$ cat src/design/eau_pkg.sv
package eau_pkg;
  // op word layout: leading four bits are the op field
  localparam int OPF_LSB = 12;
  localparam int OPF_W = 4;
  localparam int MODE_LSB = 8;
  localparam int MODE_W = 4;
  localparam int SIZE_LSB = 6;
  localparam int BITN_LSB = 4;
  localparam int TVEC_LSB = 4;
  localparam int RF_LSB = 0;
  localparam int RF_W = 4;
  localparam int AR_W = 3;
  // instruction classes
  localparam logic [3:0] CLS_MOV = 4'h0;
  localparam logic [3:0] CLS_ALU = 4'h1;
  localparam logic [3:0] CLS_BIT = 4'h2;
  localparam logic [3:0] CLS_BCC = 4'h3;
  localparam logic [3:0] CLS_BSR = 4'h4;
  localparam logic [3:0] CLS_JMP = 4'h5;
  localparam logic [3:0] CLS_JSR = 4'h6;
  localparam logic [3:0] CLS_TRAP = 4'h7;
  // addressing modes
  localparam logic [3:0] M_RD = 4'h0;
  localparam logic [3:0] M_RIND = 4'h1;
  localparam logic [3:0] M_D16 = 4'h2;
  localparam logic [3:0] M_D32 = 4'h3;
  localparam logic [3:0] M_PINC = 4'h4;
  localparam logic [3:0] M_PDEC = 4'h5;
  localparam logic [3:0] M_A8 = 4'h6;
  localparam logic [3:0] M_A16 = 4'h7;
  localparam logic [3:0] M_A24 = 4'h8;
  localparam logic [3:0] M_A32 = 4'h9;
  localparam logic [3:0] M_I8 = 4'ha;
  localparam logic [3:0] M_I16 = 4'hb;
  localparam logic [3:0] M_I32 = 4'hc;
  localparam logic [3:0] M_PC8 = 4'hd;
  localparam logic [3:0] M_PC16 = 4'he;
  localparam logic [3:0] M_MIND = 4'hf;
  localparam logic [1:0] SZ_B = 2'h0;
  localparam logic [1:0] SZ_W = 2'h1;
  localparam logic [1:0] SZ_L = 2'h2;
  localparam logic [31:0] STEP_B = 32'h1;
  localparam logic [31:0] STEP_W = 32'h2;
  localparam logic [31:0] STEP_L = 32'h4;
  localparam logic [1:0] K_REG = 2'h0;
  localparam logic [1:0] K_IMM = 2'h1;
  localparam logic [1:0] K_MEM = 2'h2;
  localparam logic [1:0] K_BR = 2'h3;
  localparam logic [23:0] ABS8_FILL = 24'hffffff;
  localparam logic [7:0] PROG_HI = 8'h00;
  localparam logic [23:0] MIND_HI = 24'h000000;
  // register map
  localparam logic [3:0] A_CTRL = 4'h0;
  localparam logic [3:0] A_STAT = 4'h4;
  localparam logic [3:0] A_LEA = 4'h8;
  localparam logic [3:0] A_CNT = 4'hc;
  localparam logic CTRL_EN_RST = 1'b1;
  typedef enum logic [2:0] {S_IDLE, S_DEC, S_WREG, S_CALC, S_WMEM} eau_st_t;
endpackage

$ cat src/design/eau_if.sv
interface eau_if;
  logic [15:0] op;
  logic [3:0] cls;
  logic [3:0] mode;
  logic [1:0] size;
  logic legal;
  logic needs_reg;
  logic prog;
  logic [1:0] ext_w;
  modport top(output op, input cls, mode, size, legal, needs_reg, prog, ext_w);
  modport dec(input op, output cls, mode, size, legal, needs_reg, prog, ext_w);
  modport calc(input mode, size, prog);
endinterface

$ cat src/design/eau_dec.sv
module eau_dec (
  eau_if.dec d // op word in, decoded fields out
);
  always_comb begin
    d.cls = d.op[eau_pkg::OPF_LSB +: eau_pkg::OPF_W];
    d.mode = d.op[eau_pkg::MODE_LSB +: eau_pkg::MODE_W];
    d.size = d.op[eau_pkg::SIZE_LSB +: 2];
    // bit ops reuse the size bits for the bit number, so size is byte
    if (d.cls == eau_pkg::CLS_BIT) begin
      d.size = eau_pkg::SZ_B;
    end
    d.prog = (d.cls == eau_pkg::CLS_BCC) || (d.cls == eau_pkg::CLS_BSR) ||
             (d.cls == eau_pkg::CLS_JMP) || (d.cls == eau_pkg::CLS_JSR);
    d.needs_reg = (d.mode == eau_pkg::M_RIND) || (d.mode == eau_pkg::M_D16) ||
                  (d.mode == eau_pkg::M_D32) || (d.mode == eau_pkg::M_PINC) ||
                  (d.mode == eau_pkg::M_PDEC);
    // extension words after the opcode word
    case (d.mode)
      eau_pkg::M_D16, eau_pkg::M_A16, eau_pkg::M_I16, eau_pkg::M_PC16: d.ext_w = 2'h1;
      eau_pkg::M_D32, eau_pkg::M_A24, eau_pkg::M_A32, eau_pkg::M_I32: d.ext_w = 2'h2;
      default: d.ext_w = 2'h0;
    endcase
    case (d.cls)
      eau_pkg::CLS_MOV: d.legal = (d.mode != eau_pkg::M_PC8) && (d.mode != eau_pkg::M_PC16) &&
                                 (d.mode != eau_pkg::M_MIND) &&
                                 (d.mode != eau_pkg::M_A24);
      eau_pkg::CLS_ALU: d.legal = (d.mode == eau_pkg::M_RD) || (d.mode == eau_pkg::M_I8) ||
                                 (d.mode == eau_pkg::M_I16) ||
                                 (d.mode == eau_pkg::M_I32);
      eau_pkg::CLS_BIT: d.legal = (d.mode == eau_pkg::M_RD) || (d.mode == eau_pkg::M_RIND) ||
                                 (d.mode == eau_pkg::M_A8) || (d.mode == eau_pkg::M_A16) ||
                                 (d.mode == eau_pkg::M_A32);
      eau_pkg::CLS_BCC, eau_pkg::CLS_BSR: d.legal = (d.mode == eau_pkg::M_PC8) ||
                                                   (d.mode == eau_pkg::M_PC16);
      eau_pkg::CLS_JMP, eau_pkg::CLS_JSR: d.legal = (d.mode == eau_pkg::M_RIND) ||
                                                   (d.mode == eau_pkg::M_A24) ||
                                                   (d.mode == eau_pkg::M_MIND);
      eau_pkg::CLS_TRAP: d.legal = (d.mode == eau_pkg::M_RD);
      default: d.legal = 1'b0;
    endcase
    // size code 3 has no meaning
    if (d.size == 2'h3) begin
      d.legal = 1'b0;
    end
  end
endmodule

$ cat src/design/eau_calc.sv
module eau_calc (
  eau_if.calc d, // decoded fields
  input wire logic [31:0] rv, // address register value
  input wire logic [31:0] ext, // extension field
  input wire logic [31:0] md, // memory indirect operand
  input wire logic [23:0] pc, // next instruction address
  output logic [31:0] ea, // effective address
  output logic [31:0] wb, // register write-back value
  output logic [31:0] imm, // immediate operand
  output logic [31:0] ptr // memory indirect pointer
);
  always_comb begin
    logic [31:0] step;
    logic [31:0] sx8;
    logic [31:0] sx16;
    logic [23:0] br;
    step = (d.size == eau_pkg::SZ_L) ? eau_pkg::STEP_L :
           (d.size == eau_pkg::SZ_W) ? eau_pkg::STEP_W : eau_pkg::STEP_B;
    sx8 = {{24{ext[7]}}, ext[7:0]};
    sx16 = {{16{ext[15]}}, ext[15:0]};
    br = pc;
    ea = rv;
    wb = rv;
    imm = ext;
    // longword pointer, so even
    ptr = {eau_pkg::MIND_HI, ext[7:1], 1'b0};
    case (d.mode)
      eau_pkg::M_RIND: ea = rv;
      eau_pkg::M_D16: ea = rv + sx16;
      eau_pkg::M_D32: ea = rv + ext;
      eau_pkg::M_PINC: wb = rv + step;
      eau_pkg::M_PDEC: begin
        ea = rv - step;
        wb = rv - step;
      end
      eau_pkg::M_A8: ea = {eau_pkg::ABS8_FILL, ext[7:0]};
      eau_pkg::M_A16: ea = sx16;
      eau_pkg::M_A24: ea = {eau_pkg::PROG_HI, ext[23:0]};
      eau_pkg::M_A32: ea = ext;
      eau_pkg::M_I8: imm = {24'h000000, ext[7:0]};
      eau_pkg::M_I16: imm = {16'h0000, ext[15:0]};
      eau_pkg::M_PC8: begin
        br = pc + sx8[23:0];
        ea = {eau_pkg::PROG_HI, br};
      end
      eau_pkg::M_PC16: begin
        br = pc + sx16[23:0];
        ea = {eau_pkg::PROG_HI, br};
      end
      eau_pkg::M_MIND: ea = {eau_pkg::PROG_HI, md[23:0]};
      default: ea = rv;
    endcase
    if (d.prog) begin
      ea[31:24] = eau_pkg::PROG_HI;
    end
    if (d.prog || (d.size != eau_pkg::SZ_B && d.mode != eau_pkg::M_RD)) begin
      ea[0] = 1'b0;
    end
  end
endmodule

$ cat src/design/eau_top.sv
// Contract
// - instructions are whole 16-bit words
// - leading four bits form the op field
// - 3-bit address, 3/4-bit data register fields
// - extension gives 8/16/32-bit immediate, address, displacement
// - register direct: byte, word or long register
// - register program address keeps low 24 bits
// - displacement added, 16-bit one sign-extended
// - post-increment uses register, then adds 1/2/4
// - pre-decrement subtracts 1/2/4, uses and stores result
// - 8-bit absolute fills upper bits with ones
// - 16-bit absolute is sign-extended
// - 24-bit absolute only for program, upper zero
// - 32-bit absolute reaches the whole space
// - 8/16/32 immediates, 3-bit bit number, 2-bit trap
// - pc-relative adds sign-extended offset, 24-bit target
// - pc used is next instruction address
// - memory indirect pointer zero-extended to 0..ff; here bit zero is cleared, so only even 0..fe
// - indirect operand top byte taken as zero
// - word/long/branch odd address drops bit zero
// - transfer and arithmetic classes limit their modes
// - pc-relative for branches, indirect for jumps
//
// Chosen here: the address map and the address-and-strobe port.
module eau_top (
  input wire logic REF_CLK, // system clock
  input wire logic RST_B, // sync reset, active low
  input wire logic REQ, // decode request pulse
  input wire logic [15:0] OP_WORD, // opcode word
  input wire logic [31:0] EXT, // extension field, low aligned
  input wire logic [23:0] PC_NEXT, // address of next instruction
  input wire logic [31:0] REG_VAL, // register value, cycle after REG_RD
  input wire logic [31:0] MEM_RD_DATA, // indirect operand
  input wire logic MEM_RD_VALID, // indirect operand valid
  input wire logic [3:0] ADDR, // register bus address
  input wire logic [31:0] WDATA, // register bus write data
  input wire logic WR, // register bus write strobe
  input wire logic RD, // register bus read strobe
  output logic BUSY, // request in progress
  output logic REG_RD, // address register read pulse
  output logic [2:0] REG_INDEX, // address register number
  output logic MEM_RD, // indirect operand read pulse
  output logic [31:0] MEM_ADDR, // indirect operand address
  output logic EA_VALID, // result pulse
  output logic [1:0] EA_KIND, // register, immediate, operand, branch
  output logic [31:0] EA_ADDR, // effective address
  output logic [1:0] EA_SIZE, // access size
  output logic [31:0] IMM_DATA, // immediate operand
  output logic [3:0] REG_FIELD, // register direct field
  output logic [2:0] BIT_NUM, // bit number
  output logic [1:0] TRAP_VEC, // trap vector select
  output logic [1:0] INSN_LEN, // instruction length in words
  output logic WB_VALID, // register write-back pulse
  output logic [2:0] WB_INDEX, // write-back register
  output logic [31:0] WB_DATA, // write-back value
  output logic ILLEGAL, // mode not allowed pulse
  output logic [31:0] RDATA // register bus read data
);
  typedef struct packed {
    eau_pkg::eau_st_t st;
    logic [15:0] op;
    logic [31:0] ext;
    logic [23:0] pc;
    logic busy;
    logic reg_rd;
    logic mem_rd;
    logic [31:0] mem_a;
    logic ea_v;
    logic [1:0] kind;
    logic [31:0] ea;
    logic [1:0] sz;
    logic [31:0] imm;
    logic [1:0] len;
    logic wb_v;
    logic [31:0] wb;
    logic ill;
    logic [31:0] rdata;
    logic en;
    logic [31:0] lea;
    logic [3:0] lmode;
    logic [3:0] lcls;
    logic lill;
    logic [15:0] dcnt;
    logic [15:0] icnt;
  } eau_state_t;

  eau_state_t state_reg;
  eau_state_t state_next;
  logic [31:0] ea_c;
  logic [31:0] wb_c;
  logic [31:0] imm_c;
  logic [31:0] ptr_c;

  eau_if d ();
  assign d.op = state_reg.op;

  eau_dec u_dec (
    .d(d)
  );

  eau_calc u_calc (
    .d(d),
    .rv(REG_VAL),
    .ext(state_reg.ext),
    .md(MEM_RD_DATA),
    .pc(state_reg.pc),
    .ea(ea_c),
    .wb(wb_c),
    .imm(imm_c),
    .ptr(ptr_c)
  );

  always_comb begin
    logic fin;
    fin = 1'b0;
    state_next = state_reg;
    state_next.reg_rd = 1'b0;
    state_next.mem_rd = 1'b0;
    state_next.ea_v = 1'b0;
    state_next.wb_v = 1'b0;
    state_next.ill = 1'b0;
    state_next.rdata = '0;
    if (RD) begin
      case (ADDR)
        eau_pkg::A_CTRL: state_next.rdata = {31'h0, state_reg.en};
        eau_pkg::A_STAT: state_next.rdata = {15'h0, state_reg.lill, 4'h0,
                                             state_reg.lcls, state_reg.lmode,
                                             3'h0, state_reg.busy};
        eau_pkg::A_LEA: state_next.rdata = state_reg.lea;
        eau_pkg::A_CNT: state_next.rdata = {state_reg.icnt, state_reg.dcnt};
        default: state_next.rdata = '0;
      endcase
    end
    if (WR && ADDR == eau_pkg::A_CTRL) begin
      state_next.en = WDATA[0];
    end
    if (WR && ADDR == eau_pkg::A_CNT) begin
      // a write clears both counters; a decode ending that cycle still adds one to its counter's old value
      state_next.dcnt = '0;
      state_next.icnt = '0;
    end
    case (state_reg.st)
      eau_pkg::S_IDLE: begin
        // disabled unit ignores requests; the fetch side sees BUSY low
        if (REQ && state_reg.en) begin
          state_next.op = OP_WORD;
          state_next.ext = EXT;
          state_next.pc = PC_NEXT;
          state_next.busy = 1'b1;
          state_next.st = eau_pkg::S_DEC;
        end
      end
      eau_pkg::S_DEC: begin
        if (!d.legal) begin
          state_next.ill = 1'b1;
          state_next.lill = 1'b1;
          state_next.lmode = d.mode;
          state_next.lcls = d.cls;
          state_next.icnt = state_reg.icnt + 16'h1;
          state_next.busy = 1'b0;
          state_next.st = eau_pkg::S_IDLE;
        end else if (d.needs_reg && d.cls != eau_pkg::CLS_TRAP) begin
          state_next.reg_rd = 1'b1;
          state_next.st = eau_pkg::S_WREG;
        end else if (d.mode == eau_pkg::M_MIND) begin
          state_next.mem_rd = 1'b1;
          state_next.mem_a = ptr_c;
          state_next.st = eau_pkg::S_WMEM;
        end else begin
          fin = 1'b1;
        end
      end
      eau_pkg::S_WREG: begin
        state_next.st = eau_pkg::S_CALC;
      end
      eau_pkg::S_CALC: begin
        fin = 1'b1;
      end
      eau_pkg::S_WMEM: begin
        // no timeout: the sequencer always answers an indirect read
        if (MEM_RD_VALID) begin
          fin = 1'b1;
        end
      end
      default: begin
        state_next.st = eau_pkg::S_IDLE;
        state_next.busy = 1'b0;
      end
    endcase
    if (fin) begin
      // address, size and write-back leave on one edge
      state_next.ea_v = 1'b1;
      state_next.ea = ea_c;
      state_next.sz = d.size;
      state_next.imm = imm_c;
      state_next.len = d.ext_w + 2'h1;
      state_next.wb = wb_c;
      state_next.wb_v = (d.mode == eau_pkg::M_PINC) ||
                        (d.mode == eau_pkg::M_PDEC);
      if (d.prog) begin
        state_next.kind = eau_pkg::K_BR;
      end else if (d.mode == eau_pkg::M_RD) begin
        state_next.kind = eau_pkg::K_REG;
      end else if (d.mode == eau_pkg::M_I8 || d.mode == eau_pkg::M_I16 ||
                   d.mode == eau_pkg::M_I32) begin
        state_next.kind = eau_pkg::K_IMM;
      end else begin
        state_next.kind = eau_pkg::K_MEM;
      end
      state_next.lea = ea_c;
      state_next.lmode = d.mode;
      state_next.lcls = d.cls;
      state_next.lill = 1'b0;
      state_next.dcnt = state_reg.dcnt + 16'h1;
      state_next.busy = 1'b0;
      state_next.st = eau_pkg::S_IDLE;
    end
  end

  always_ff @(posedge REF_CLK) begin
    if (!RST_B) begin
      state_reg <= '0;
      state_reg.st <= eau_pkg::S_IDLE;
      state_reg.en <= eau_pkg::CTRL_EN_RST;
    end else begin
      state_reg <= state_next;
    end
  end

  assign BUSY = state_reg.busy;
  assign REG_RD = state_reg.reg_rd;
  assign REG_INDEX = state_reg.op[eau_pkg::RF_LSB +: eau_pkg::AR_W];
  assign MEM_RD = state_reg.mem_rd;
  assign MEM_ADDR = state_reg.mem_a;
  assign EA_VALID = state_reg.ea_v;
  assign EA_KIND = state_reg.kind;
  assign EA_ADDR = state_reg.ea;
  assign EA_SIZE = state_reg.sz;
  assign IMM_DATA = state_reg.imm;
  assign REG_FIELD = state_reg.op[eau_pkg::RF_LSB +: eau_pkg::RF_W];
  assign BIT_NUM = state_reg.op[eau_pkg::BITN_LSB +: 3];
  assign TRAP_VEC = state_reg.op[eau_pkg::TVEC_LSB +: 2];
  assign INSN_LEN = state_reg.len;
  assign WB_VALID = state_reg.wb_v;
  assign WB_INDEX = state_reg.op[eau_pkg::RF_LSB +: eau_pkg::AR_W];
  assign WB_DATA = state_reg.wb;
  assign ILLEGAL = state_reg.ill;
  assign RDATA = state_reg.rdata;
endmodule

$ cat config.mk
export PLATFORM = sky130hd
export DESIGN_NAME = eau_top
export DESIGN_NICKNAME = d
export VERILOG_FILES = /design/src/design/eau_pkg.sv /design/src/design/eau_if.sv /design/src/design/eau_dec.sv /design/src/design/eau_calc.sv /design/src/design/eau_top.sv
export SDC_FILE = /design/constraint.sdc
export NUM_CORES = 1
export LEC_CHECK = 0
export BUFFER_PORTS_ARGS = -buffer_cell sky130_fd_sc_hd__buf_4
export CORE_MARGIN = 4
export CORE_UTILIZATION = 50
export CTS_CLUSTER_SIZE = 25
export DETAILED_ROUTE_END_ITERATION = 8
export GPL_ROUTABILITY_DRIVEN = 0
export PLACE_DENSITY = 0.86
export SLEW_MARGIN = 25
export SYNTH_ARGS = -nofsm -noshare
export SYNTH_HDL_FRONTEND = slang
export SYNTH_SLANG_ARGS = --single-unit
$ cat constraint.sdc
create_clock -name REF_CLK -period 3.7 [get_ports REF_CLK]
set_input_delay 0.185 -clock REF_CLK [delete_from_list [all_inputs] [get_ports REF_CLK]]
set_output_delay 0.185 -clock REF_CLK [all_outputs]
set_load 0.02 [all_outputs]
# Word-level counts from Yosys, hierarchy flattened
# Memory sizes are Yosys's and may differ from the RTL's. A register that Yosys moved wholly into a read port is not among the register bits.
# Index checks and enable logic that the tools add are counted.
# word_totals
out_inout_bits	187
rom_bits	32
memories	1
register_bits	264
elab_cells	172
# op_classes
mux	38
bitwise_logic	6
n_addsub	9
eq_ne	41
reduce_logical	53
# mem_list
name	words	width	read_ports	rd_clocked_by_memory_dff	write_ports	line_no	source
(name not given)	16	2	1	1	0	eau_dec.sv:18	case (d.mode)
# ops
cell	n
32-bit one-hot mux with 10 select lines	1
32-bit one-hot mux with 2 select lines	2
32-bit one-hot mux with 4 select lines	1
104-bit two-way mux	1
32-bit adder	3
76-bit two-way mux	1
32-bit two-way mux	2
24-bit adder	2
4-bit equality test (second input constant)	10
4-bit by 3-bit equality test with 1-bit output (second input constant)	9
33-bit two-way mux	1
16-bit by 1-bit adder with 16-bit output (second input constant)	2
16-bit two-way mux	2
32-bit subtractor	1
25-bit two-way mux	1
1-bit logical OR	21
4-bit != test (second input constant)	5
9-bit two-way mux	2
4-bit by 2-bit equality test with 1-bit output (second input constant)	4
4-bit logical NOT	3
3-bit one-hot mux with 4 select lines	1
2-bit AND reduction	6
2-bit two-way mux	5
1-bit two-way mux	9
other kinds (25)	52

# Depth between registers and ports, before layout
# Gate-level depths: netlist (run 1).
# logic_depth
ltp_word	11
ltp_mapped	17

# Modules after synthesis
# From an unflattened synthesis (run 1), not the netlist that was laid out.
# hier_totals
hier_cells	2392
hier_area_um2	19063.3
# modules_own_cells
module	area_per_inst_um2	seq_area_each_um2	cells_each	n_inst
eau_top	11743.8	5785.5	1293	1
eau_calc	6937.9	0.0	1045	1
eau_dec	381.6	0.0	54	1

# Least setup slack after synthesis (run 1)
# No wires, ideal clock.
# synth_timing
path_kind	flip-flop to flip-flop
start	register state_reg, in the netlist d.op[9]
end	register state_reg[69] (netlist bit)
period_less_slack_ns	4.087
stages_incl_launch_ff	18
setup_slack_ns	-0.387
arrival_ns	3.970
setup_ns	0.117
path_cell_list	dfxtp_1 > buf_2 > buf_2 > inv_2 > nor3_1 > clkbuf_1 > clkbuf_1 > a31o_2 > ha_1 > clkbuf_1 > a21o_1 > a21o_1 > a21o_1 > a221o_1 > a31oi_1 > nor4_1 > a211o_1 > a32o_1
# synth_between
elab_chain_len	9
elab_cells_between_ends	46
classes_between	eq/ne: 19; mux: 8; reduce/logical: 19
# synth_lines
item	line_no	source
start, declared	eau_top.sv:87	eau_state_t state_reg;
start signal, assigned	eau_top.sv:226	state_reg <= state_next;
4-bit by 1-bit equality test with 1-bit output, or another cell as far along	eau_dec.sv:14, eau_dec.sv:30, eau_dec.sv:35	
1-bit logical OR (on tied branches) (2 in series)	eau_dec.sv:30, eau_dec.sv:14	
1-bit logical OR (on tied branches) (2 in series)	eau_dec.sv:31, eau_dec.sv:15	
1-bit one-hot mux with 6 select lines / 1-bit logical AND (equally long branches)	eau_dec.sv:23, eau_top.sv:162	
1-bit two-way mux (on tied branches)	eau_dec.sv:42, eau_top.sv:162	
1-bit two-way mux	eau_top.sv:154	if (!d.legal) begin
1-bit one-hot mux with 3 select lines	eau_top.sv:142	case (state_reg.st)
# Several ways; a longest one is shown, not always the timed one.
# A chain may end at the register's enable or synchronous reset.

# Worst setup path after layout (run 1)
# layout_timing
start	register state_reg, in the netlist d.op[14]
end	register state_reg[63] (netlist bit)
# layout_between
elab_chain_len	7
elab_cells_between_ends	25
classes_between	add/sub: 1; eq/ne: 11; mux: 9; reduce/logical: 4
# layout_lines
item	line_no	source
4-bit by 2-bit equality test with 1-bit output	eau_dec.sv:9, eau_dec.sv:23	
2-bit two-way mux	eau_dec.sv:9	if (d.cls == eau_pkg::CLS_BIT) begin
2-bit by 1-bit equality test with 1-bit output	eau_calc.sv:18	(d.size == eau_pkg::SZ_W) ? eau_pkg::STEP_W : eau_pkg::STEP_B;
2-bit two-way mux	eau_calc.sv:18	
32-bit two-way mux	eau_calc.sv:17	step = (d.size == eau_pkg::SZ_L) ? eau_pkg::STEP_L :
32-bit subtractor	eau_calc.sv:33	ea = rv - step;
32-bit one-hot mux with 10 select lines	eau_calc.sv:27	case (d.mode)
# Several ways; a longest one is shown, not always the timed one.

==> results.json, run 1 <==
{
  "cp-start-kind": "register",
  "syn_area_per_cell_um2": 7.53,
  "cts_tree": "done",
  "synth_seq_cells": 266,
  "wirelength_mm": 67.3,
  "r2r-start": "d.op[14]$_SDFFE_PN0P_",
  "clk_pin_slew_ps": 70,
  "hold_violations": 0,
  "max_freq_mhz": 264,
  "period_share_pct": 102,
  "grt_pass1_wl_mm": 100,
  "seqPwrFrac_pct": 36.5,
  "cts_sinks": 266,
  "synth_edf_count": 0,
  "status": "complete, but fails checks",
  "arrival_ps": 4210,
  "synth_top_area_cell": "dfxtp_1",
  "cts-buffers-inserted": 29,
  "critPathMaxFanout": 5,
  "cts-root-buf": "clkbuf_16",
  "cp_data_required_time_ps": 4130,
  "final-seq-area_mm2": 0.00533,
  "start_util_pct": 51.0,
  "die_h_um": 196,
  "clockBufferDepth": 3,
  "antenna_found_initial": 7,
  "maxCapViolations": 0,
  "drc_errors": 9,
  "syn_area_mm2": 0.0177,
  "fillers": 2818,
  "ys_seq_area_share_pct": 30.1,
  "drtPass1Iterations": 9,
  "grt-ovfl-total": 0,
  "endpoint_kind": "register",
  "min-delay-start": "OP_WORD[9]",
  "dpl.hpwl_mm": 47.6,
  "critPathKind": "reg2reg",
  "drt_iter0_drc": 3403,
  "die_w_um": 196,
  "cts_max_level": 1,
  "multi_input_area_mm2": 0.0106,
  "ir_worst_vdd_mv": 0.377,
  "routedWlPerCell_um": 22.2,
  "leakage_uw": 0.00866,
  "cellPowerDensity_mw_per_mm2": 402,
  "largest_register_ffs": 133,
  "ios": 365,
  "grt.total_usage_pct": 32.1,
  "vias_per_cell": 6.46,
  "area_growth_pct": 22.2,
  "ant_nets": 0,
  "comb_power_share_pct": 26.3,
  "skew_ps": 16.8,
  "setup_viol": 6,
  "internal_power_uw": 5850,
  "hold_depth": 4,
  "worst_r2r_path_depth": 14,
  "synth_cell_type_count": 84,
  "hold_class": "in2reg",
  "synth_top_area_share_pct": 30.1,
  "vias": 19557,
  "hold_end": "d.op[9]$_SDFFE_PN0P_",
  "clkPwrFrac_pct": 37.2,
  "slew_headroom_pct": 36.8,
  "synth_ff_type": "dfxtp_1",
  "placed_area_mm2": 0.0194,
  "syn_inst": 2353,
  "grt_max_degree": 77,
  "layout_commonest_cell": "buf_4",
  "final_area_mm2": 0.0217,
  "period_needed_ps": 3780,
  "grt_pass1_vias": 18030,
  "nets": 2796,
  "ys.warnings.count": 0,
  "final_cell_mix": "buf_4 (399), nand2_1 (351), dfxtp_1 (265), a21oi_1 (231), nor2_1 (187)",
  "async_flop_share_pct": 0,
  "clk_latency_ps": 580,
  "worst_slew_pin_slew_ps": 939,
  "tns_ps": -281,
  "die-area_mm2": 0.0385,
  "fp.coreArea_mm2": 0.0347,
  "r2r_end": "state_reg[63]$_SDFFE_PN0P_",
  "synthTopCellsByArea": "dfxtp_1 (30%), buf_4 (7.7%), nand2_1 (7.5%)",
  "port_buffers": 300,
  "switchingPower_uw": 2850,
  "violations": "design-rule violations, negative setup slack",
  "setup_slack_ps": -83.6,
  "switching_share_pct": 32.8,
  "r2r_slack_ps": -80,
  "fp-row-count": 68,
  "rsz0062_at_grt": "true",
  "drive_above_1_share_pct": 21.2,
  "slew_violations": 0
}
==> cell families after synthesis <==
group                    count (synthesis)  synth area share, %
AND/OR/NAND/NOR                        869                 22.7
XOR/XNOR                                89                 4.40
adder cells (fa/ha/maj)                 70                 5.11
other                                    1               0.0212
buffers and inverters                  381                 12.2
multiplexers                            23                 1.32
AO/OA/AOI/OAI                          654                 24.2
flip-flops                             266                 30.1
==> cell usage after synthesis, types with 20 or more instances <==
cell and n:
ha_1 66, buf_4 181, mux2i_1 20, o211ai_1 20, a221oi_1 24, a211oi_1 33
xor2_1 41, nand2_1 355, nor2_1 189, a22oi_1 33, xnor2_1 48, and3_1 21
a21oi_1 235, nor3_1 65, o21ai_1 28, clkbuf_1 125, nand3_1 82, or3_1 21
nand4_1 21, buf_2 30, a21o_1 23, dfxtp_1 266, nor4_1 20, inv_1 29
o21ai_0 69
==> worst max path at each step <==
stage                               start                    endpoint  slack (ps)  cells past startpoint
global route        d.op[14]$_SDFFE_PN0P_  state_reg[63]$_SDFFE_PN0P_        -190                     14
global placement    d.op[15]$_SDFFE_PN0P_  state_reg[71]$_SDFFE_PN0P_         -90                     14
detailed placement  d.op[15]$_SDFFE_PN0P_  state_reg[71]$_SDFFE_PN0P_        -200                     14
floorplan           d.op[15]$_SDFFE_PN0P_  state_reg[71]$_SDFFE_PN0P_        -110                     16
CTS                 d.op[14]$_SDFFE_PN0P_  state_reg[69]$_SDFFE_PN0P_           1                     15
finish              d.op[14]$_SDFFE_PN0P_  state_reg[63]$_SDFFE_PN0P_         -80                     14
==> area by class of cell <==
class                           instances  share of cell area, %
Clock inverter                         14                   1.11
Multi-Input combinational cell       1730                   49.2
Timing Repair Buffer                  489                   18.1
Antenna cell                            5                 0.0578
Clock buffer                           36                   3.75
Sequential cell                       266                   24.6
Inverter                               32                  0.589
Tap cell                              455                   2.63
==> layer usage <==
metal	global-route usage, %	share of wire (%)
met4	13.2	5.9
met5	0	0.036
met1	41.8	36
met2	50.8	43
met3	8.35	15
==> power by group through the flow <==
stage	registers, µW	logic, µW	clock network (µW)
finish	3170	2290	3240
global route	3180	2410	3350
CTS	3160	2150	3240
detailed placement	3220	2050	0
global placement	3220	1990	0
floorplan	3160	1450	0
==> through the flow <==
| step | hold slack (ps) | std cells | power, µW | setup slack (ps) | util, % |
|---|---|---|---|---|---|
| floorplan | 310 | 2377 | 4610 | -112 | - |
| global placement | 401 | 2879 | 5210 | -88.4 | 55.9 |
| detailed placement | 408 | 2879 | 5270 | -200 | 55.9 |
| CTS | 3.37 | 3015 | 8550 | 1.44 | 61.7 |
| global route | 33.6 | 3027 | 8940 | -187 | 62.4 |
| finish | 22.9 | 3027 | 8700 | -83.6 | 62.4 |
==> repair_timing <==
action,CTS,global route
pin swaps,9,18
hold endpoints to repair,83,0
buffers inserted,1,7
hold buffers,85,0
endpoints found under the setup margin,25,35
gates resized for setup,17,38
==> critical path: stages, from the launching register on <==
cell and delay (ps):
dfxtp_2 320, or4b_4 580, nand2_4 110, ha_4 210
inv_4 60, ha_4 150, fa_2 230, nor2b_4 50
or4b_4 610, nor4_2 270, xnor2_1 180, nor2_1 90
or3_1 370, o211ai_1 240, o211ai_1 170
Note: power is estimated with default switching activity, not from simulation.
==> run 2, diff against run 1 <==
--- a/config.mk
+++ b/config.mk
@@ -11,7 +11,7 @@
 export CTS_CLUSTER_SIZE = 25
 export DETAILED_ROUTE_END_ITERATION = 8
 export GPL_ROUTABILITY_DRIVEN = 0
-export PLACE_DENSITY = 0.86
+export PLACE_DENSITY = 0.74
 export SLEW_MARGIN = 25
 export SYNTH_ARGS = -nofsm -noshare
 export SYNTH_HDL_FRONTEND = slang
==> results.json, run 2 (synthesis results as in run 1) <==
{
  "status": "finished clean",
  "final_cells": 3028,
  "die-area_mm2": 0.0385,
  "hold_depth": 3,
  "cts-root-buf": "clkbuf_16",
  "cts_tree": "done",
  "dpl.hpwl_mm": 46.8,
  "grt-ovfl-total": 0,
  "grt.total_usage_pct": 31.1,
  "hold_class": "in2reg",
  "ant_nets": 0,
  "vias_per_cell": 6.21,
  "port_buffers": 300,
  "cts_max_level": 1,
  "grt_pass1_wl_mm": 97.3,
  "setup_viol": 0,
  "vias": 18789,
  "drt_iter0_drc": 2616,
  "grt_pass1_vias": 17495,
  "grt_max_degree": 97,
  "cts-buffers-inserted": 30,
  "die_w_um": 196,
  "critPathMaxFanout": 5,
  "drtPass1Iterations": 8,
  "final_cell_mix": "buf_4 (395), nand2_1 (351), dfxtp_1 (266), a21oi_1 (234), nor2_1 (186)",
  "cp_data_required_time_ps": 4210,
  "cts_sinks": 266,
  "leakage_uw": 0.00868,
  "routedWlPerCell_um": 21.2,
  "period_share_pct": 98.6,
  "fp-row-count": 68,
  "drive_above_1_share_pct": 21.0,
  "clockBufferDepth": 3,
  "tns_ps": 0,
  "arrival_ps": 4160,
  "ir_worst_vdd_mv": 0.383,
  "final_core_util_pct": 62.5,
  "slew_headroom_pct": 35.6,
  "area_growth_pct": 22.4,
  "period_needed_ps": 3650,
  "dpl.cell_count": 2881,
  "critPathKind": "reg2reg",
  "die_h_um": 196,
  "rsz0062_at_grt": "true",
  "slew_violations": 0,
  "clk_latency_ps": 580,
  "cp-start-kind": "register",
  "hold-worst-slack_ps": 26.9,
  "endpoint_kind": "register",
  "start_util_pct": 51.0,
  "antenna_found_initial": 5,
  "worst_r2r_path_depth": 14,
  "worst_slew_pin_slew_ps": 958,
  "fp.coreArea_mm2": 0.0347,
  "skew_ps": 21.6,
  "wirelength_mm": 64.2,
  "hold_violations": 0,
  "largest_register_ffs": 133,
  "ios": 365,
  "clk_pin_slew_ps": 70,
  "maxCapViolations": 0,
  "max_freq_mhz": 274,
  "fillers": 2976,
  "layout_commonest_cell": "buf_4",
  "drc_errors": 0,
  "nets": 2792,
  "cellPowerDensity_mw_per_mm2": 413
}
-- run 2: power breakdown --
part	leakage (µW)	total, µW	switching (µW)	internal, µW
Clock	0.000582	3550	1300	2250
Combinational	0.00594	2240	1370	867
Sequential	0.00216	3170	158	3010
-- run 2: through the flow --
| stage | cell area, µm² | total power (µW) | setup slack, ps |
|---|---|---|---|
| after global placement | 19500 | 5250 | -77.4 |
| final | 21700 | 8960 | 50.3 |
| after detailed placement | 19500 | 5290 | -178 |
| after global routing | 21700 | 9260 | -43.5 |
| after CTS | 21500 | 8900 | -1.11 |
| after floorplan | 17900 | 4610 | -112 |
-- run 2: final cells by class --
cell class	count	area [µm²]	area share, %
clock inverters	20	349	1.61
clock buffers	36	845	3.89
flip-flops and latches	266	5330	24.6
multi-input cells	1730	10600	48.7
inverters	32	128	0.588
well taps	455	569	2.62
diodes	5	12.5	0.0577
repair buffers	484	3900	18.0
-- run 2: path summary, 6_finish.rpt --
check | startpoint | endpoint | slack [ps]
worst min register to register | IMM_DATA[25]$_SDFFE_PN0P_ | IMM_DATA[25]$_SDFFE_PN0P_ | 450
worst min-delay path | OP_WORD[8] | d.op[8]$_SDFFE_PN0P_ | 30
worst max-delay path | d.op[14]$_SDFFE_PN0P_ | state_reg[67]$_SDFFE_PN0P_ | 50
worst max register to register | d.op[14]$_SDFFE_PN0P_ | state_reg[67]$_SDFFE_PN0P_ | 50
-- run 2: metal layers --
| layer | global-route usage, % | part of all wire (%) | wire [µm] |
|---|---|---|---|
| met1 | 41.9 | 39 | 24800 |
| met2 | 50.6 | 45 | 28800 |
| met3 | 5.22 | 12 | 7810 |
| met4 | 11.1 | 4.3 | 2770 |
| met5 | 0 | 0 | 0 |
-- run 2: repair_timing --
action,4_1_cts,5_1_grt
hold buffers,83,0
endpoints found under the hold margin,80,0
setup buffers,0,3
setup endpoints to repair,19,30
pin swaps,3,11
resized for setup,12,25
-- run 2: critical path, cell delays in order, from the launching register on --
cell     delay, ps
dfxtp_1        310
or4b_4         580
nand2_4        110
ha_4           210
inv_4           60
ha_4           140
fa_2           220
nor2b_4         50
or4b_4         480
buf_6          160
or4_4          460
nor3_4         180
nor3_1          80
o32ai_1        390
a22o_1         180
